`src/hw/status_pkg.sv`:
```
// Shared constants and carriers for the converter status readout
package status_pkg;

  // ==========================================
  // Register addresses (7 bit)
  localparam logic [6:0] ADDR_OVERCURRENT  = 7'h02;
  localparam logic [6:0] ADDR_NEG_OVERCUR  = 7'h03;
  localparam logic [6:0] ADDR_OPER_STATUS  = 7'h04;
  localparam logic [6:0] ADDR_STRAP_ONE    = 7'h05;
  localparam logic [6:0] ADDR_MODE_TWO     = 7'h06;

  // ==========================================
  // Field positions and channel count
  localparam int OPS_SOFT_START_BIT = 2;
  localparam int OPS_MAX_CURRENT_BIT = 1;
  localparam int OPS_IN_WINDOW_BIT   = 0;
  localparam int CFG1_WARN_BIT       = 5;
  localparam int CFG1_GATE_LSB       = 3;
  localparam int CFG1_SENSE_LSB      = 0;
  localparam int CFG2_BURST_BIT      = 4;
  localparam int CFG2_DISC_BIT       = 3;
  localparam int CFG2_HIZ_BIT        = 2;
  localparam int CFG2_SPREAD_BIT     = 1;
  localparam int CFG2_BUCK_BIT       = 0;
  localparam int NUM_CHANNELS        = 6;

  // ==========================================
  // Encodings and values
  localparam logic [1:0] GATE_5V   = 2'h0;
  localparam logic [1:0] GATE_8V   = 2'h1;
  localparam logic [1:0] GATE_10V  = 2'h2;
  localparam logic [2:0] SENSE_10MV = 3'h0;
  localparam logic [2:0] SENSE_50MV = 3'h4;
  localparam logic [7:0] CHECK_INIT = 8'h41;
  localparam logic [7:0] DATA_RESET = 8'h00;

  // ==========================================
  // Serial frame edge counts
  localparam logic [4:0] CNT_ADDR_DONE  = 5'h08;
  localparam logic [4:0] CNT_CHECK_LATCH = 5'h0F;
  localparam logic [4:0] CNT_FRAME_END  = 5'h18;

  // ==========================================
  // Carriers
  typedef struct packed {
    logic [5:0] over_current;
    logic [5:0] reverse_over_current;
    logic       soft_start_done;
    logic       max_current;
    logic       output_in_window;
    logic       burst;
    logic       discontinuous_conduction;
    logic       high_impedance_state;
    logic       spread_spectrum_active;
    logic       buck_direction;
  } status_in_s;

  typedef struct packed {
    logic       set_current_high_warning;
    logic [1:0] gate_supply_level;
    logic [2:0] sense_threshold_code;
  } strap_in_s;

  // Packet check update for one bit, polynomial x^8+x^2+x+1
  function automatic logic [7:0] check_step(input logic [7:0] crc, input logic din);
    logic in0;
    in0 = din ^ crc[7];
    return {crc[6:2], crc[1] ^ in0, crc[0] ^ in0, in0};
  endfunction

endpackage

```
`src/hw/sync_bits.sv`:
```
// Two flip-flop synchroniser for a bus of levels
`timescale 1ns/1ps
module sync_bits #(
  parameter int WIDTH = 1
) (
  // Clock and reset
  input  wire logic             mclk,
  input  wire logic             rst,
  // Data
  input  wire logic [WIDTH-1:0] async_in,
  output logic      [WIDTH-1:0] sync_out
);

  logic [WIDTH-1:0] stage_one;

  always_ff @(posedge mclk) begin
    if (rst) begin
      stage_one <= '0;
      sync_out  <= '0;
    end else begin
      stage_one <= async_in;
      sync_out  <= stage_one;
    end
  end

endmodule

```
`src/hw/reg_select.sv`:
```
// Read-only register map decode for the status group
`timescale 1ns/1ps
module reg_select
  import status_pkg::*;
(
  // Register address
  input  wire logic [6:0] addr,
  // Live status and straps
  input  wire status_in_s status,
  input  wire strap_in_s  straps,
  // Read data
  output logic      [7:0] rdata
);

  // ==========================================
  // Decode
  always_comb begin
    rdata = DATA_RESET;
    case (addr)
      ADDR_OVERCURRENT: rdata = {2'h0, status.over_current};
      ADDR_NEG_OVERCUR: rdata = {2'h0, status.reverse_over_current};
      ADDR_OPER_STATUS: begin
        rdata[OPS_SOFT_START_BIT]  = status.soft_start_done;
        rdata[OPS_MAX_CURRENT_BIT] = status.max_current;
        rdata[OPS_IN_WINDOW_BIT]   = status.output_in_window;
      end
      ADDR_STRAP_ONE: begin
        rdata[CFG1_WARN_BIT]                   = straps.set_current_high_warning;
        rdata[CFG1_GATE_LSB +: 2]              = straps.gate_supply_level;
        rdata[CFG1_SENSE_LSB +: 3]             = straps.sense_threshold_code;
      end
      ADDR_MODE_TWO: begin
        rdata[CFG2_BURST_BIT]  = status.burst;
        rdata[CFG2_DISC_BIT]   = status.discontinuous_conduction;
        rdata[CFG2_HIZ_BIT]    = status.high_impedance_state;
        rdata[CFG2_SPREAD_BIT] = status.spread_spectrum_active;
        rdata[CFG2_BUCK_BIT]   = status.buck_direction;
      end
      default: rdata = DATA_RESET;
    endcase
  end

endmodule

```
`src/hw/converter_status_readout.sv`:
```
// Status register group with serial read port and packet check byte
`timescale 1ns/1ps
module converter_status_readout
  import status_pkg::*;
(
  // Clock and reset
  input  wire logic       mclk,
  input  wire logic       rst,
  // Serial port pins
  input  wire logic       sclk,
  input  wire logic       csb_n,
  input  wire logic       sdi,
  output logic            sdo,
  output logic            sdo_oe,
  // Comparator and controller state pins
  input  wire logic [5:0] chan_over_current,
  input  wire logic [5:0] chan_reverse_over_current,
  input  wire logic       soft_start_done,
  input  wire logic       max_current,
  input  wire logic       output_in_window,
  input  wire logic       burst,
  input  wire logic       discontinuous_conduction,
  input  wire logic       high_impedance_state,
  input  wire logic       spread_spectrum_active,
  input  wire logic       buck_direction,
  // Strap pins
  input  wire logic       set_current_high_warning,
  input  wire logic [1:0] gate_supply_level,
  input  wire logic [2:0] sense_threshold_code
);

  // ==========================================
  // Gather pins into carriers
  status_in_s         status_pins;
  strap_in_s          strap_pins;

  assign status_pins.over_current             = chan_over_current;
  assign status_pins.reverse_over_current     = chan_reverse_over_current;
  assign status_pins.soft_start_done          = soft_start_done;
  assign status_pins.max_current              = max_current;
  assign status_pins.output_in_window         = output_in_window;
  assign status_pins.burst                    = burst;
  assign status_pins.discontinuous_conduction = discontinuous_conduction;
  assign status_pins.high_impedance_state     = high_impedance_state;
  assign status_pins.spread_spectrum_active   = spread_spectrum_active;
  assign status_pins.buck_direction           = buck_direction;
  assign strap_pins.set_current_high_warning  = set_current_high_warning;
  assign strap_pins.gate_supply_level         = gate_supply_level;
  assign strap_pins.sense_threshold_code      = sense_threshold_code;

  // ==========================================
  // Synchronise pins
  localparam int STAT_W  = $bits(status_in_s);
  localparam int STRAP_W = $bits(strap_in_s);

  logic [2:0]         port_sync;
  logic [STAT_W-1:0]  stat_sync;
  logic [STRAP_W-1:0] strap_sync;
  status_in_s         status;
  strap_in_s          straps;

  // Select is inverted so the cleared synchroniser reads as deselected
  sync_bits #(.WIDTH(3)) u_sync_port (
    .mclk     (mclk),
    .rst      (rst),
    .async_in ({sclk, ~csb_n, sdi}),
    .sync_out (port_sync)
  );

  sync_bits #(.WIDTH(STAT_W)) u_sync_stat (
    .mclk     (mclk),
    .rst      (rst),
    .async_in (status_pins),
    .sync_out (stat_sync)
  );

  sync_bits #(.WIDTH(STRAP_W)) u_sync_strap (
    .mclk     (mclk),
    .rst      (rst),
    .async_in (strap_pins),
    .sync_out (strap_sync)
  );

  assign status = status_in_s'(stat_sync);
  assign straps = strap_in_s'(strap_sync);

  logic sclk_s;
  logic csb_s;
  logic sdi_s;
  logic sclk_d;
  logic rise;
  logic fall;

  // Serial clock edge toward the given level, inside a selected frame
  function automatic logic sclk_edge(input logic now, input logic prev, input logic sel_n, input logic up);
    return !sel_n && (now != prev) && (now == up);
  endfunction

  assign sclk_s = port_sync[2];
  assign csb_s  = ~port_sync[1];
  assign sdi_s  = port_sync[0];
  assign rise   = sclk_edge(sclk_s, sclk_d, csb_s, 1'b1);
  assign fall   = sclk_edge(sclk_s, sclk_d, csb_s, 1'b0);

  // ==========================================
  // Serial clock history
  always_ff @(posedge mclk) begin
    if (rst) begin
      sclk_d <= 1'b0;
    end else begin
      sclk_d <= sclk_s;
    end
  end

  // ==========================================
  // Frame state
  typedef enum logic [4:0] {
    ST_IDLE  = 5'b00001,
    ST_ADDR  = 5'b00010,
    ST_DATA  = 5'b00100,
    ST_CHECK = 5'b01000,
    ST_DONE  = 5'b10000
  } frame_e;

  frame_e     state;
  logic [4:0] edge_cnt;
  logic [7:0] addr_shift;
  logic [7:0] crc;
  logic [7:0] tx_shift;
  logic       is_read;
  logic [7:0] rdata;

  reg_select u_reg_select (
    .addr   (addr_shift[7:1]),
    .status (status),
    .straps (straps),
    .rdata  (rdata)
  );

  // ==========================================
  // Frame phase decode
  logic       addr_bit;
  logic       data_load;
  logic       data_bit;
  logic       check_load;
  logic       shift_out;
  logic       frame_end;
  logic       read_frame;
  logic [7:0] next_check;

  // Rising edge that carries one address or direction bit
  function automatic logic addr_edge(input logic [4:0] cnt);
    return cnt < CNT_ADDR_DONE;
  endfunction

  // Falling edge that moves one sent data bit through the check byte
  function automatic logic data_edge(input logic [4:0] cnt);
    return cnt > CNT_ADDR_DONE && cnt <= CNT_CHECK_LATCH + 5'h01;
  endfunction

  // Falling edge after the last data bit, where the check byte is complete
  function automatic logic check_edge(input logic [4:0] cnt);
    return cnt == CNT_CHECK_LATCH + 5'h01;
  endfunction

  assign addr_bit   = rise && addr_edge(edge_cnt);
  assign data_load  = fall && edge_cnt == CNT_ADDR_DONE;
  assign data_bit   = fall && data_edge(edge_cnt);
  assign check_load = fall && check_edge(edge_cnt);
  assign shift_out  = fall && edge_cnt > CNT_ADDR_DONE;
  assign frame_end  = rise && edge_cnt == CNT_FRAME_END - 5'h01;
  assign read_frame = is_read && (state == ST_DATA || state == ST_CHECK || state == ST_DONE);
  assign next_check = check_step(crc, tx_shift[7]);

  // ==========================================
  // Frame sequencer
  always_ff @(posedge mclk) begin
    if (rst) begin
      state <= ST_IDLE;
    end else begin
      case (state)
        ST_IDLE: begin
          if (!csb_s) begin
            state <= ST_ADDR;
          end
        end
        ST_ADDR: begin
          if (csb_s) begin
            state <= ST_IDLE;
          end else if (data_load) begin
            state <= ST_DATA;
          end
        end
        ST_DATA: begin
          if (csb_s) begin
            state <= ST_IDLE;
          end else if (check_load) begin
            state <= ST_CHECK;
          end
        end
        ST_CHECK: begin
          if (csb_s) begin
            state <= ST_IDLE;
          end else if (frame_end) begin
            state <= ST_DONE;
          end
        end
        ST_DONE: begin
          if (csb_s) begin
            state <= ST_IDLE;
          end
        end
        default: state <= ST_IDLE;
      endcase
    end
  end

  // ==========================================
  // Count rising edges in the frame
  always_ff @(posedge mclk) begin
    if (rst || csb_s) begin
      edge_cnt <= 5'h00;
    end else if (rise && edge_cnt != CNT_FRAME_END) begin
      edge_cnt <= edge_cnt + 5'h01;
    end
  end

  // ==========================================
  // Address byte and read flag capture
  always_ff @(posedge mclk) begin
    if (rst || csb_s) begin
      addr_shift <= DATA_RESET;
      is_read    <= 1'b0;
    end else if (addr_bit) begin
      addr_shift <= {addr_shift[6:0], sdi_s};
      if (edge_cnt == CNT_ADDR_DONE - 5'h01) begin
        is_read <= sdi_s;
      end
    end
  end

  // ==========================================
  // Check byte over address bits in and data bits out
  always_ff @(posedge mclk) begin
    if (rst || csb_s) begin
      crc <= CHECK_INIT;
    end else if (addr_bit) begin
      crc <= check_step(crc, sdi_s);
    end else if (data_bit) begin
      crc <= next_check;
    end
  end

  // ==========================================
  // Output shifter: data byte, then check byte
  always_ff @(posedge mclk) begin
    if (rst || csb_s) begin
      tx_shift <= DATA_RESET;
    end else if (data_load) begin
      tx_shift <= rdata;
    end else if (check_load) begin
      tx_shift <= next_check;
    end else if (shift_out) begin
      tx_shift <= {tx_shift[6:0], 1'b0};
    end
  end

  // ==========================================
  // Read data output, writes never reach the registers
  always_ff @(posedge mclk) begin
    if (rst || csb_s) begin
      sdo    <= 1'b0;
      sdo_oe <= 1'b0;
    end else if (read_frame) begin
      sdo    <= tx_shift[7];
      sdo_oe <= 1'b1;
    end else begin
      sdo    <= 1'b0;
      sdo_oe <= 1'b0;
    end
  end

endmodule

```
`config.mk`:
```
export PLATFORM = sky130hd
export DESIGN_NAME = converter_status_readout
export DESIGN_NICKNAME = d
export VERILOG_FILES = /design/src/hw/status_pkg.sv /design/src/hw/sync_bits.sv /design/src/hw/reg_select.sv /design/src/hw/converter_status_readout.sv
export SDC_FILE = /design/constraint.sdc
export NUM_CORES = 1
export LEC_CHECK = 0
export BUFFER_PORTS_ARGS = -buffer_cell sky130_fd_sc_hd__buf_2
export CAP_MARGIN = 20
export CORE_AREA = 2 2 62 122
export CTS_BUF_LIST = sky130_fd_sc_hd__clkbuf_8
export DETAILED_ROUTE_END_ITERATION = 8
export DIE_AREA = 0 0 64 124
export GPL_ROUTABILITY_DRIVEN = 0
export PLACE_DENSITY = 0.75
export SYNTH_ARGS = -nofsm -noshare
export SYNTH_HDL_FRONTEND = slang
export SYNTH_SLANG_ARGS = --single-unit
```
`constraint.sdc`:
```
create_clock -name mclk -period 1.75 [get_ports mclk]
set_input_delay 0.35 -clock mclk [delete_from_list [all_inputs] [get_ports mclk]]
set_output_delay 0.35 -clock mclk [all_outputs]
set_load 0.005 [all_outputs]
```
* Word-level counts from Yosys, hierarchy flattened
Cells that the tools add are included.
W data, S select, Z words.
** Storage, ports and cells
- Register bits :: 96
- Input port bits :: 31
- Output and inout port bits :: 2
- Logic and storage cells :: 91
** Cells by class
- Add/sub/neg operators :: 1
- $lt $le $gt $ge :: 3
- Equality and inequality tests :: 21
- Multiplexer cells :: 18
- Bitwise logic cells :: 10
- Reductions and logical operators :: 22
** Operator list (count)
- $mux W5 :: 8
- $mux W8 :: 4
- $pmux W5 S5 :: 1
- $eq A7 B3 Y1 const B :: 3
- $eq A5 B5 Y1 const B :: 3
- $pmux W3 S5 :: 1
- $eq A7 B2 Y1 const B :: 2
- $logic_and A1 B1 Y1 :: 12
- $eq A5 B3 Y1 const B :: 2
- $eq A5 B4 Y1 const B :: 2
- $ne A3 B3 Y1 const B :: 3
- $pmux W2 S4 :: 1
- $mux W6 :: 1
- $xor A1 B1 Y1 :: 6
- $add A5 B1 Y5 const B :: 1
- $eq A5 B1 Y1 const B :: 1
- $eq A5 B2 Y1 const B :: 1
- $gt A5 B4 Y1 const B :: 1
- $le A5 B5 Y1 const B :: 1
- $lt A5 B4 Y1 const B :: 1
- $ne A5 B5 Y1 const B :: 1
- $reduce_and A5 Y1 :: 1
- $not A1 Y1 :: 4
- $reduce_bool A2 Y1 :: 2
- 9 further kinds :: 12

* Logic depth before layout (Yosys ltp)
Gate-level depths: netlist of the first run.
- Depth after elaboration :: 7
- Depth in mapped cells :: 9
- Mapped depth without buffers :: 7

* Cells and area by module
A second synthesis of the first run with hierarchy kept.
** Unflattened totals
- Cells, all modules :: 372
- Area total of the unflattened synthesis :: 3853.7 um2
** By module, submodules not included
- converter_status_readout :: times used 1, cells each 214, area each 1880.6 um2, sequential area each 760.7 um2
- sync_bits at u_sync_stat :: times used 1, cells each 84, area each 1156.1 um2, sequential area each 800.8 um2
- sync_bits at u_sync_strap :: times used 1, cells each 25, area each 366.6 um2, sequential area each 240.2 um2
- reg_select :: times used 1, cells each 37, area each 292.8 um2, sequential area each 0.0 um2
- sync_bits at u_sync_port :: times used 1, cells each 12, area each 157.7 um2, sequential area each 120.1 um2

* Worst setup path after synthesis of the first run
No wires, ideal clock.
- Path kind :: register to register
- Start :: register edge_cnt[0]
- End :: register crc[6]
- Library setup time :: 131 ps
- Arrival :: 1690 ps
- Required time :: 1619 ps
- Setup slack :: -71 ps
- Stages on the path, launching flop included :: 10
- Buffers on the path :: 2
- Clock period less this slack :: 1821 ps
- Cell sequence :: dfxtp_1 > inv_1 > ha_1 > nor4bb_1 > buf_2 > a21oi_1 > o21ai_1 > buf_2 > mux2i_1 > nand2_1
** Between the ends
- Longest elaborated chain between the ends :: 4
- Elaborated cells on any way between the ends :: 8
- Those cells by class :: order compare (3); mux (1); reduce/logical (4)
** Ends and longest elaborated chain
- start, declared :: RTL line converter_status_readout.sv:126 : logic [4:0] edge_cnt;
- start signal, assigned :: RTL line converter_status_readout.sv:224 : edge_cnt <= edge_cnt + 5'h01;
- $gt A5 B4 Y1 / $le A5 B5 Y1 (equally long branches) :: RTL line converter_status_readout.sv:158 : return cnt > CNT_ADDR_DONE && cnt <= CNT_CHECK_LATCH + 5'h01;
- $logic_and A1 B1 Y1 :: RTL line converter_status_readout.sv:158
- $logic_and A1 B1 Y1 :: RTL line converter_status_readout.sv:168 : assign data_bit = fall && data_edge(edge_cnt);
- $reduce_bool A2 Y1 (no source line)
- end signal, assigned :: RTL line converter_status_readout.sv:248 : crc <= check_step(crc, sdi_s);
- end signal, assigned :: RTL line converter_status_readout.sv:250 : crc <= next_check;
- end, declared :: RTL line converter_status_readout.sv:128 : logic [7:0] crc;
Several ways; a longest one is shown, not always the timed one.
A chain may end at the register's enable or synchronous reset.

* Final worst setup path of the first run
- Start :: register addr_shift[4]
- End :: register tx_shift[1]
** Between the ends
- Longest elaborated chain between the ends :: 3
- Elaborated cells on any way between the ends :: 7
- Those cells by class :: eq/ne (5); mux (2)
** Ends and longest elaborated chain
- start, declared :: RTL line converter_status_readout.sv:127 : logic [7:0] addr_shift;
- start signal, assigned :: RTL line converter_status_readout.sv:235 : addr_shift <= {addr_shift[6:0], sdi_s};
- $eq A7 B3 Y1 / $eq A7 B2 Y1 (equally long branches) :: RTL line reg_select.sv:19 : case (addr)
- $pmux W3 S5 * :: RTL line reg_select.sv:19
- $mux W6 * :: RTL line converter_status_readout.sv:259 : end else if (data_load) begin
- end signal, assigned :: RTL line converter_status_readout.sv:260 : tx_shift <= rdata;
- end signal, assigned :: RTL line converter_status_readout.sv:262 : tx_shift <= next_check;
- end signal, assigned :: RTL line converter_status_readout.sv:264 : tx_shift <= {tx_shift[6:0], 1'b0};
- end, declared :: RTL line converter_status_readout.sv:129 : logic [7:0] tx_shift;
Mark *: on every way between the ends. The rest lies on a longest branch, timed or not.

==> qor.yml, run 1 <==
synthesis:
  syn_area_per_cell_sq_um: 9.649
  syn_area_sq_um: 3715
  yosysUniqueCellTypes: 58
  synth_ff_type: "dfxtp_1"
  synth_top_family_by_area: "simple AND/OR/NAND/NOR gates"
  muxShareOfSynthArea_pct: 5.019
  ys_ff_latch: 96
  synth_nets: 418
  synth_adder_area_share_pct: 0.6736
  synthTopCellsByArea: "dfxtp_1 (52%), nor2b_1 (11%), mux2i_1 (3.5%)"
  yosysWarnings: 0
  synth_compound_area_share_pct: 11.96
  synth_edf_count: 0
  yosys.area_share.simple_pct: 25.43
  synth_area_leader_cell: "dfxtp_1"
  synth_xor_area_share_pct: 2.358
  async_reset_ff_share_pct: 0
  synthCells: 385
  synth_top_area_share_pct: 51.73
  yosysSeqAreaShare_pct: 51.73
timing:
  fin_ws_ns: -0.03207
  maxSlewViolCount: 0
  worst_clock_skew_ns: 0.008685
  max_slew_margin_pct: 64.82
  fmax_mhz: 561.1
  tightest_slew_ns: 0.5277
  finalCriticalPeriod_ns: 1.782
  fin_crit_sh_pct: 101.8
  setup_viol: 3
  rsz0062_at_grt: "true"
  hold_viol: 0
global_routing:
  grtUsageTotal_pct: 20.67
  grt_antenna_before_repair: 0
  globalRoute.totalOverflow: 0
  grt_first_pass_wirelength_mm: 12.29
  first_global_vias: 2863
  grt_max_degree: 61
critical_path:
  ff2ff_path_depth: 6
  r2r_end: "tx_shift[1]$_SDFFE_PP0P_"
  arrival_ns: 2.08
  path_delay_family: "simple AND/OR/NAND/NOR gates"
  cp_slowest_cell: "or4_4"
  path_buf_inv: 1
  critPathKind: "flop to flop"
  cp_max_fo: 5
  crit_chain: "or4_4 -> nor2_4 -> buf_4 -> nand3_1 -> a2111o_1 -> a21oi_2"
  cp_slowest_stage_delay_ns: 0.58
  start_kind: "flop"
  end_kind: "flop"
  r2r_slack_ns: -0.03
  crit_required_ns: 2.05
  rr_startpoint: "addr_shift[4]$_SDFFE_PP0P_"
routing:
  wirelength_mm: 7.522
  antenna_left: 0
  drc: 0
  dr.pass1.iters: 4
  drt-initial-drc-count: 152
  via_count: 2883
  vias_per_cell: 5.339
  wl_per_cell_um: 13.93
layout:
  final_common_cell: "dfxtp_1"
  final_cell_mix: "dfxtp_1 (94), nor2b_1 (66), buf_4 (34), nand2_1 (33), buf_2 (32)"
  final_nets: 478
  design_area_sq_um: 4464
  num_antenna_cells: 0
  syn2layout_area_growth_pct: 20.18
  multi_input_area_sq_um: 1754
  ff_latch_area_sq_um: 1924
  finalNonFillerCells: 540
  fin_util_pct: 64.32
  fillers: 558
  drive_gt1_share_pct: 23.11
power:
  total_power_mw: 3.975
  seq_power_share_pct: 57.6
  net-switching-power_uw: 869.4
  intPower_mw: 3.106
  power-per-cell-area_nw_per_um2: 890.5
  ir_drop_mv: 0.6782
  p_leak_nw: 1.656
  combPwrFrac_pct: 4.8
  pwr-share-clk_pct: 37.6
  switching_share_pct: 21.87
cts:
  clk_latency_ns: 0.36
  cts.path.max_buffers: 2
  cts_tree: "done"
  clk_pin_slew_worst_paths_ns: 0.09
  cts_max_level: 3
  cts_sinks: 96
  cts_hold_buf: 0
  clockRootBuffer: "clkbuf_8"
  cts_buffers: 9
run_status:
  outcome: "finished with violations"
  violations: "negative setup slack"
floorplan:
  dieArea_sq_um: 7936
  core_area_sq_um: 6940
  core.rowCount: 43
  die_w_um: 64
  initial_core_util_pct: 53.52
  die_y_um: 124
  pin_count: 33
place:
  place_area_sq_um: 4163
  dp_hpwl_mm: 5.578
  dp_slack_ns: -0.04811
  place_inst: 522
  io_buffer_count: 32
hold_path:
  holdPathEnd: "u_sync_port.stage_one[1]$_SDFF_PP0_"
  hold_class: "primary input to flop"
  hold_depth: 2
  hp-start: "csb_n"
flow_run:
  cap_violations: 0
[worst max-delay path by stage]
stage | start | to | slack (ns) | cells after the start
3_3_place_gp | addr_shift[4]$_SDFFE_PP0P_ | tx_shift[0]$_SDFFE_PP0P_ | 0.02 | 5
3_5_place_dp | addr_shift[4]$_SDFFE_PP0P_ | tx_shift[0]$_SDFFE_PP0P_ | -0.05 | 5
5_1_grt | addr_shift[4]$_SDFFE_PP0P_ | tx_shift[0]$_SDFFE_PP0P_ | -0.16 | 5
4_1_cts | addr_shift[5]$_SDFFE_PP0P_ | tx_shift[0]$_SDFFE_PP0P_ | -0.05 | 5
2_1_floorplan | addr_shift[4]$_SDFFE_PP0P_ | tx_shift[0]$_SDFFE_PP0P_ | 0.02 | 5
6_report | addr_shift[4]$_SDFFE_PP0P_ | tx_shift[1]$_SDFFE_PP0P_ | -0.03 | 6
[flip-flops by register name, summed over array words and instances (netlist names)]
register and cells:
addr_shift 8, crc 8, edge_cnt 5, is_read 1, sclk_d 1, sdo 1, sdo_oe 1, state 5
tx_shift 8, u_sync_port.stage_one 3, u_sync_port.sync_out 3, u_sync_stat.stage_one 20, u_sync_stat.sync_out 20, u_sync_strap.stage_one 6, u_sync_strap.sync_out 6
[worst reg2reg max path, delay by kind of cell, from the launching register on]
| family | cells | cell delay [ns] |
|---|---|---|
| AND/OR/NAND/NOR | 3 | 0.77 |
| AO/OA/AOI/OAI | 2 | 0.53 |
| flip-flops | 1 | 0.32 |
| buffers and inverters | 1 | 0.11 |
[cells in the mapped netlist (all sizes together) (3+ instances only)]
cell / instances
a211oi: 5
o211ai: 3
dfxtp: 96
o21ai: 12
nor3b: 3
mux2i: 13
inv: 6
nand2: 34
buf: 6
and2: 3
mux2: 5
a31oi: 4
nand4: 4
or2: 3
nor2: 24
nor2b: 66
nand2b: 5
nor3: 4
xnor2: 9
nand3b: 3
clkbuf: 13
a22oi: 3
nand3: 4
a21oi: 25
[metrics by stage]
stage | hold slack, ns | setup TNS [ns]
floorplan | 0.4138 | 0
global route | 0.1310 | -0.5874
CTS | 0.1138 | -0.05002
finish | 0.1309 | -0.06967
global placement | 0.4152 | 0
detailed placement | 0.4218 | -0.06701
[what timing repair did]
item,in CTS,in global routing
setup buffers,0,2
setup endpoints to repair,3,18
gates resized for setup,1,15
pin swaps,3,3
[layout make-up]
class | count | share of cell area, %
clock inverter | 5 | 1.373
multi-input combinational | 264 | 39.29
inverter | 6 | 0.5045
timing repair buffer | 68 | 9.809
tap | 90 | 2.522
sequential | 96 | 43.11
clock buffer | 11 | 3.391
[metal layers]
metal	vias up	part of all wire (%)	track usage (%)	wire length, um
li1	1442	-	-	-
met1	1331	34	18.33	2571
met2	80	55	37.83	4158
met3	30	3.8	4.246	288
met4	0	6.7	19.16	503
met5	-	0	0	0
[power by group through the flow]
| stage | sequential [mW] | clock [mW] | combinational [mW] |
|---|---|---|---|
| after floorplan | 2.32 | 0 | 0.125 |
| after global placement | 2.33 | 0 | 0.181 |
| after detailed placement | 2.34 | 0 | 0.185 |
| after CTS | 2.29 | 1.54 | 0.186 |
| after global routing | 2.30 | 1.64 | 0.212 |
| final | 2.29 | 1.49 | 0.191 |
[cell families after synthesis]
| group | Yosys count |
|---|---|
| adders and majority gates | 2 |
| muxes | 18 |
| AOI/OAI and AO/OA | 68 |
| xor gates and xnor gates | 10 |
| and+or+nand+nor | 166 |
| DFF | 96 |
| buffers and inverters | 25 |
Power figures use the tool's default switching activity.
==> run 2, diff against run 1 <==
ABC_AREA = 1   (was unset)
CORE_AREA = 2 2 63 125   (was 2 2 62 122)
DIE_AREA = 0 0 65 127   (was 0 0 64 124)
PLACE_DENSITY = 0.77   (was 0.75)
==> run 2 against run 1 <==
Compared with the run above: the flow now finishes without violations; first-iteration DRC count grew 35%; synthesized cell count grew 40%; design area grew 0.95%; hold slack lost 0.0029 ns; cell count grew 25%; flip-flop and latch count is the same; wire length grew 0.16%; sequential power grew 2%; critical path type unchanged; critical endpoint is now tx_shift[2]$_SDFFE_PP0P_.
==> qor.yml, run 2 <==
timing:
  max_slew_margin_pct: 73.62  # was 64.82%
  rsz0062_at_grt: "true"  # unchanged
  fin_setup_tns_ns: 0  # was -0.06967 ns
  hold_viol: 0  # unchanged
  worst_clock_skew_ns: 0.009478  # was 0.008685 ns
  fin_crit_sh_pct: 92.59  # was 101.8%
  fin_ws_ns: 0.1297  # was -0.03207 ns
  maxSlewViolCount: 0  # unchanged
  fmax_mhz: 617.2  # was 561.1 MHz
  holdWs_ns: 0.1280  # was 0.1309 ns
  finalCriticalPeriod_ns: 1.620  # was 1.782 ns
  setup_viol: 0  # was 3
  tightest_slew_ns: 0.3942  # was 0.5277 ns
power:
  total_power_mw: 4.296  # was 3.975 mW
  seq_power_share_pct: 54.5  # was 57.6%
  intPower_mw: 3.155  # was 3.106 mW
  ir_drop_mv: 0.8792  # was 0.6782 mV
  pwr-share-clk_pct: 34.0  # was 37.6%
  p_leak_nw: 2.098  # was 1.656 nW
  switching_share_pct: 26.56  # was 21.87%
  combPwrFrac_pct: 11.6  # was 4.8%
  power-per-cell-area_nw_per_um2: 953.2  # was 890.5 nW/um^2
  net-switching-power_mw: 1.141  # was 869.4 uW
synthesis:
  synthCells: 539  # was 385
  yosysWarnings: 0  # unchanged
  ys_ff_latch: 96  # unchanged
  synth_common_cells: "nor2_1 (109), dfxtp_1 (96), inv_1 (93), nand2_1 (73), nand3_1 (36)"  # was dfxtp_1 (96), nor2b_1 (66), nand2_1 (33), a21oi_1 (25), nor2_1 (23)
  yosysSeqAreaShare_pct: 47.72  # was 51.73%
  async_reset_ff_share_pct: 0  # unchanged
  syn_area_sq_um: 4028  # was 3715 sq um
  synth_ff_type: "dfxtp_1"  # unchanged
  synth_area_leader_cell: "dfxtp_1"  # unchanged
  synth_top_area_share_pct: 47.72  # was 51.73%
  synthTopCellsByArea: "dfxtp_1 (48%), nor2_1 (10%), inv_1 (8.7%)"  # was dfxtp_1 (52%), nor2b_1 (11%), mux2i_1 (3.5%)
  synth_edf_count: 0  # unchanged
  syn_area_per_cell_sq_um: 7.472  # was 9.649 sq um
  yosysMostFrequentCell: "nor2_1"  # was dfxtp_1
  yosysUniqueCellTypes: 45  # was 58
  synth_nets: 572  # was 418
layout:
  syn2layout_area_growth_pct: 11.90  # was 20.18%
  design_area_sq_um: 4507  # was 4464 sq um
  final_nets: 610  # was 478
  fin_util_pct: 62.49  # was 64.32%
  num_antenna_cells: 0  # unchanged
  final_cell_mix: "nor2_1 (108), dfxtp_1 (96), inv_1 (92), nand2_1 (73), nand3_1 (36)"  # was dfxtp_1 (94), nor2b_1 (66), buf_4 (34), nand2_1 (33), buf_2 (32)
  top_regs: "u_sync_stat.stage_one (20), u_sync_stat.sync_out (20)"  # unchanged
  finalNonFillerCells: 674  # was 540
  final_common_cell: "nor2_1"  # was dfxtp_1
  drive_gt1_share_pct: 17.53  # was 23.11%
global_routing:
  grt_max_degree: 61  # unchanged
  grt_first_pass_wirelength_mm: 12.83  # was 12.29 mm
  globalRoute.totalOverflow: 0  # unchanged
  grt_antenna_before_repair: 0  # unchanged
  grtUsageTotal_pct: 20.05  # was 20.67%
  first_global_vias: 3239  # was 2,863
place:
  dp_hpwl_mm: 5.810  # was 5.578 mm
  place_area_sq_um: 4277  # was 4163 sq um
  io_buffer_count: 32  # unchanged
  place_inst: 655  # was 522
  dp_slack_ns: 0.1352  # was -0.04811 ns
floorplan:
  dieArea_sq_um: 8255  # was 7936 sq um
  die_y_um: 127  # was 124 um
  die_w_um: 65  # was 64 um
  initial_core_util_pct: 55.85  # was 53.52%
  core_area_sq_um: 7212  # was 6940 sq um
  core.rowCount: 44  # was 43
  pin_count: 33  # unchanged
critical_path:
  crit_chain: "inv_1 -> ha_1 -> inv_2 -> nor2_4 -> nand2_2 -> nor2_4 -> buf_4 -> nand2_1 -> nand2_1 -> a21oi_1 -> a21oi_1"  # was or4_4 -> nor2_4 -> buf_4 -> nand3_1 -> a2111o_1 -> a21oi_2
  cp_max_fo: 6  # was 5
  cp_slowest_stage_delay_ns: 0.34  # was 0.58 ns
  path_buf_inv: 3  # was 1
  end_kind: "flop"  # unchanged
  crit_required_ns: 2.05  # about the same
  arrival_ns: 1.92  # was 2.08 ns
  cp_slowest_cell: "dfxtp_1"  # was or4_4
  start_kind: "flop"  # unchanged
  critPathKind: "flop to flop"  # unchanged
  path_delay_family: "simple AND/OR/NAND/NOR gates"  # unchanged
hold_path:
  hold_class: "primary input to flop"  # unchanged
cts:
  cts_buffers: 9  # unchanged
  cts_sinks: 96  # unchanged
  cts_max_level: 3  # unchanged
  clk_pin_slew_worst_paths_ns: 0.10  # was 0.09 ns
  clockRootBuffer: "clkbuf_8"  # unchanged
  clk_latency_ns: 0.36  # about the same
  cts_tree: "done"  # unchanged
  cts.path.max_buffers: 2  # unchanged
flow_run:
  cap_violations: 0  # unchanged
routing:
  antenna_left: 0  # unchanged
  drc: 0  # unchanged
  drt-initial-drc-count: 205  # was 152
  via_count: 3309  # was 2,883
  wirelength_mm: 7.534  # was 7.522 mm
  wl_per_cell_um: 11.18  # was 13.93 um
  dr.pass1.iters: 4  # unchanged
  vias_per_cell: 4.909  # was 5.339
run_status:
  outcome: "finished, final reports clean"  # was finished with violations
==> run 2: changes by cell type after synthesis, sizes merged, moves of 20 or more <==
cell and change:
inv +98, nand3 +37, o21ai +20, nor2 +95, nand2 +48, nor2b -66
==> run 2: area by class of cell <==
cell class / count / area, sq um
repair buffers: 41 / 240.2
well taps: 92 / 115.1
multi-input cells: 323 / 1613
clock buffers: 9 / 123.9
clock inverters: 7 / 81.33
fillers: 650 / 2705
flip-flops and latches: 96 / 1922
inverters: 106 / 411.6
==> run 2: power by group through the flow <==
stage	clock, mW	sequential, mW	combinational, mW
finish	1.46	2.34	0.497
floorplan	0	2.38	0.395
global placement	0	2.39	0.477
detailed placement	0	2.39	0.495
global route	1.59	2.35	0.565
CTS	1.48	2.34	0.497
==> run 2: worst paths after layout <==
kind                                             start                                   to  slack [ns]  cells after the start
setup / recovery              edge_cnt[0]$_SDFFE_PP0P_             tx_shift[2]$_SDFFE_PP0P_        0.13                     11
hold / removal                                   csb_n  u_sync_port.stage_one[1]$_SDFF_PP0_        0.13                      2
setup reg to reg              edge_cnt[0]$_SDFFE_PP0P_             tx_shift[2]$_SDFFE_PP0P_        0.13                     11
hold reg to reg   u_sync_strap.stage_one[2]$_SDFF_PP0_  u_sync_strap.sync_out[2]$_SDFF_PP0_        0.41                      2
==> run 2: per-layer routing <==
layer	vias up	part of all wire (%)	global-route usage, %
met1	1461	35	17.16
met2	81	54	36.93
met4	0	7.5	18.02
met5	-	0	0
li1	1727	-	-
met3	40	3.0	4.137
==> run 2: kinds of logic (layout without fill, tap and decap cells) <==
logic type / count (synthesis) / after routing / synth area share [%]
AOI/OAI and AO/OA: 62 / 62 / 9.041
DFF: 96 / 96 / 47.72
adders and majority gates: 2 / 2 / 0.6212
and+or+nand+nor: 257 / 257 / 29.88
xor gates and xnor gates: 2 / 2 / 0.4350
buffers and inverters: 120 / 163 / 12.30
==> run 2: timing repair <==
action	in CTS	in global routing
endpoints found under the setup margin	0	9
setup buffers	0	3
gates resized for setup	0	2
hold buffers	0	0
==> run 3, diff against run 2 <==
SYNTH_HIERARCHICAL = 1   (was unset)
==> run 3 against run 2 <==
Compared with the run above: wire length shrank 0.90%; clock power hardly changed; hold slack improved by 0.051 ns; sequential power is essentially flat; largest power group unchanged; critical path type unchanged; non-clock buffer count is 5 higher; power rose by 3.0%; largest cell class unchanged.
==> qor.yml, run 3 <==
cts:
  clk_latency_ns: 0.36  # about the same
  cts_buffers: 9  # unchanged
  cts_max_level: 3  # unchanged
  cts_tree: "done"  # unchanged
  clk_pin_slew_worst_paths_ns: 0.10  # about the same
  cts.path.max_buffers: 2  # unchanged
  clockRootBuffer: "clkbuf_8"  # unchanged
  cts_sinks: 96  # unchanged
  cts_hold_buf: 0  # unchanged
layout:
  final_nets: 625  # was 610
  fin_util_pct: 62.56  # was 62.49%
  drive_gt1_share_pct: 14.91  # was 17.53%
  final_common_cell: "inv_1"  # was nor2_1
  final_cell_mix: "inv_1 (116), nor2_1 (113), dfxtp_1 (96), nand2_1 (72), nand3_1 (43)"  # was nor2_1 (108), dfxtp_1 (96), inv_1 (92), nand2_1 (73), nand3_1 (36)
  top_regs: "u_sync_stat/stage_one (20), u_sync_stat/sync_out (20)"  # was u_sync_stat.stage_one (20), u_sync_stat.sync_out (20)
  finalNonFillerCells: 689  # was 674
  syn2layout_area_growth_pct: 12.16  # was 11.90%
  num_antenna_cells: 0  # unchanged
timing:
  fin_ws_ns: 0.1695  # was 0.1297 ns
  fin_crit_sh_pct: 90.31  # was 92.59%
  rsz0062_at_grt: "false"  # was true
  hold_viol: 0  # unchanged
  worst_clock_skew_ns: 0.01268  # was 0.009478 ns
  finalCriticalPeriod_ns: 1.580  # was 1.620 ns
  fin_setup_tns_ns: 0  # unchanged
  setup_viol: 0  # unchanged
  maxSlewViolCount: 0  # unchanged
  fmax_mhz: 632.7  # was 617.2 MHz
synthesis:
  synth_common_cells: "inv_1 (118), nor2_1 (114), dfxtp_1 (96), nand2_1 (72), nand3_1 (44)"  # was nor2_1 (109), dfxtp_1 (96), inv_1 (93), nand2_1 (73), nand3_1 (36)
  yosysUniqueCellTypes: 33  # was 45
  ys_ff_latch: 96  # unchanged
  yosysSeqAreaShare_pct: 47.78  # was 47.72%
  async_reset_ff_share_pct: 0  # unchanged
  yosysMostFrequentCell: "inv_1"  # was nor2_1
  syn_area_per_cell_sq_um: 7.314  # was 7.472 sq um
  synthCells: 550  # was 539
  synth_top_area_share_pct: 47.78  # was 47.72%
  synthTopCellsByArea: "dfxtp_1 (48%), inv_1 (11%), nor2_1 (11%)"  # was dfxtp_1 (48%), nor2_1 (10%), inv_1 (8.7%)
  yosysWarnings: 6  # was 0
  syn_area_sq_um: 4023  # was 4028 sq um
  synth_ff_type: "dfxtp_1"  # unchanged
  synth_area_leader_cell: "dfxtp_1"  # unchanged
  synth_edf_count: 0  # unchanged
critical_path:
  path_delay_family: "simple AND/OR/NAND/NOR gates"  # unchanged
  path_buf_inv: 2  # was 3
  cp_max_fo: 8  # was 6
  critPathKind: "flop to flop"  # unchanged
  rr_startpoint: "edge_cnt[0]$_SDFFE_PP0P_"  # unchanged
  crit_chain: "inv_2 -> ha_4 -> nand2_2 -> nor2_4 -> nand2_4 -> nor2_8 -> inv_6 -> nand2_4 -> nand2_2 -> nor2_4 -> nand2_1 -> nand3_1"  # was inv_1 -> ha_1 -> inv_2 -> nor2_4 -> nand2_2 -> nor2_4 -> buf_4 -> nand2_1 -> nand2_1 -> a21oi_1 -> a21oi_1
  crit_required_ns: 2.05  # about the same
  ff2ff_path_depth: 12  # was 11
  end_kind: "flop"  # unchanged
  r2r_slack_ns: 0.17  # was 0.13 ns
  arrival_ns: 1.88  # was 1.92 ns
  r2r_end: "state[0]$_SDFFE_PP1P_"  # was tx_shift[2]$_SDFFE_PP0P_
  start_kind: "flop"  # unchanged
  cp_slowest_stage_delay_ns: 0.34  # about the same
  cp_slowest_cell: "dfxtp_1"  # unchanged
global_routing:
  grtUsageTotal_pct: 19.97  # was 20.05%
  globalRoute.totalOverflow: 0  # unchanged
  first_global_vias: 3042  # was 3,239
  grt_max_degree: 61  # unchanged
  grt_first_pass_wirelength_mm: 12.71  # was 12.83 mm
  grt_antenna_before_repair: 0  # unchanged
routing:
  wl_per_cell_um: 10.84  # was 11.18 um
  vias_per_cell: 4.750  # was 4.909
  wirelength_mm: 7.466  # was 7.534 mm
  via_count: 3273  # was 3,309
  drc: 0  # unchanged
  antenna_left: 0  # unchanged
  dr.pass1.iters: 6  # was 4
  drt-initial-drc-count: 119  # was 205
floorplan:
  core.rowCount: 44  # unchanged
  initial_core_util_pct: 55.78  # was 55.85%
  die_w_um: 65  # unchanged
  pin_count: 33  # unchanged
  die_y_um: 127  # unchanged
  core_area_sq_um: 7212  # unchanged
  dieArea_sq_um: 8255  # unchanged
run_status:
  outcome: "finished, final reports clean"  # unchanged
place:
  io_buffer_count: 32  # unchanged
  dp_hpwl_mm: 5.532  # was 5.810 mm
  place_inst: 666  # was 655
  dp_slack_ns: 0.08755  # was 0.1352 ns
hold_path:
  hold_class: "primary input to flop"  # unchanged
  hold_depth: 3  # was 2
  holdPathEnd: "u_sync_port/stage_one[2]$_SDFF_PP0_"  # was u_sync_port.stage_one[1]$_SDFF_PP0_
  hp-start: "sclk"  # was csb_n
power:
  power-per-cell-area_nw_per_um2: 980.4  # was 953.2 nW/um^2
  ir_drop_mv: 0.8177  # was 0.8792 mV
  p_leak_nw: 2.202  # was 2.098 nW
flow_run:
  cap_violations: 0  # unchanged
## run 3: cell count changes after synthesis, moves of 3 or more
cell and change:
o21ai_1 -11, buf_1 -4, clkbuf_1 -3, a31oi_1 -3, inv_1 +25, o21ai_0 +8
nand3_2 -4, buf_6 +7, buf_4 +4, a21oi_1 -3, nor2_1 +5, inv_2 -7
nand3_1 +8
## run 3: repair_timing
action                                  4_1_cts  5_1_grt
hold endpoints to repair                      0        0
gates resized for setup                       0        7
buffers inserted                              0        7
endpoints found under the setup margin        0       10
## run 3: layout make-up
class	instances	area (sq um)
Clock inverter	7	76.32
Clock buffer	9	123.9
Sequential cell	96	1922
Inverter	121	459.2
Timing Repair Buffer	46	290.3
Tap cell	92	115.1
Multi-Input combinational cell	318	1525
Fill cell	643	2700
## run 3: how the worst max path moves through the flow
stage	end	slack, ns	cells after the start	start
finish	state[0]$_SDFFE_PP1P_	0.17	12	edge_cnt[0]$_SDFFE_PP0P_
global route	state[2]$_SDFFE_PP0P_	0.03	11	edge_cnt[1]$_SDFFE_PP0P_
CTS	state[2]$_SDFFE_PP0P_	0.05	10	edge_cnt[0]$_SDFFE_PP0P_
detailed placement	state[2]$_SDFFE_PP0P_	0.09	10	edge_cnt[0]$_SDFFE_PP0P_
global placement	state[2]$_SDFFE_PP0P_	0.19	10	edge_cnt[0]$_SDFFE_PP0P_
floorplan	state[2]$_SDFFE_PP0P_	0.32	11	edge_cnt[0]$_SDFFE_PP0P_
## run 3: where the power goes
part	internal [mW]	switching (mW)
logic	0.212	0.400
registers	2.30	0.0724
clock network	0.672	0.767
total	3.18	1.24
## run 3: cells by family after synthesis
group	after synthesis	synth area share (%)
simple gates	262	29.24
fa+ha+maj	2	0.6220
other cells	1	0.09322
compound gates	50	6.936
xor+xnor	2	0.4355
buf+inv	137	14.90
flops	96	47.78
## run 3: worst reg2reg max path, delay by kind of cell (launching register included)
kind / cells / cell delay (ns)
adder cells (fa/ha/maj): 1 / 0.16
buffers and inverters: 2 / 0.17
flip-flops: 1 / 0.34
AND/OR/NAND/NOR: 9 / 0.86
## run 3: through the flow
stage / hold slack [ns] / cell area [sq um] / power [mW]
6_report: 0.1789 / 4512 / 4.423
5_1_grt: 0.1689 / 4512 / 4.641
4_1_cts: 0.1554 / 4439 / 4.459
3_5_place_dp: 0.3916 / 4239 / 3.028
3_3_place_gp: 0.3908 / 4239 / 2.970
2_1_floorplan: 0.3883 / 4026 / 2.856
## run 3: routing by layer
metal / GRT usage [%] / up-vias / wire [um]
met4: 14.52 / 0 / 380
li1: - / 1733 / -
met1: 17.94 / 1440 / 2784
met5: 0 / - / 0
met3: 3.521 / 30 / 202
met2: 37.96 / 70 / 4099
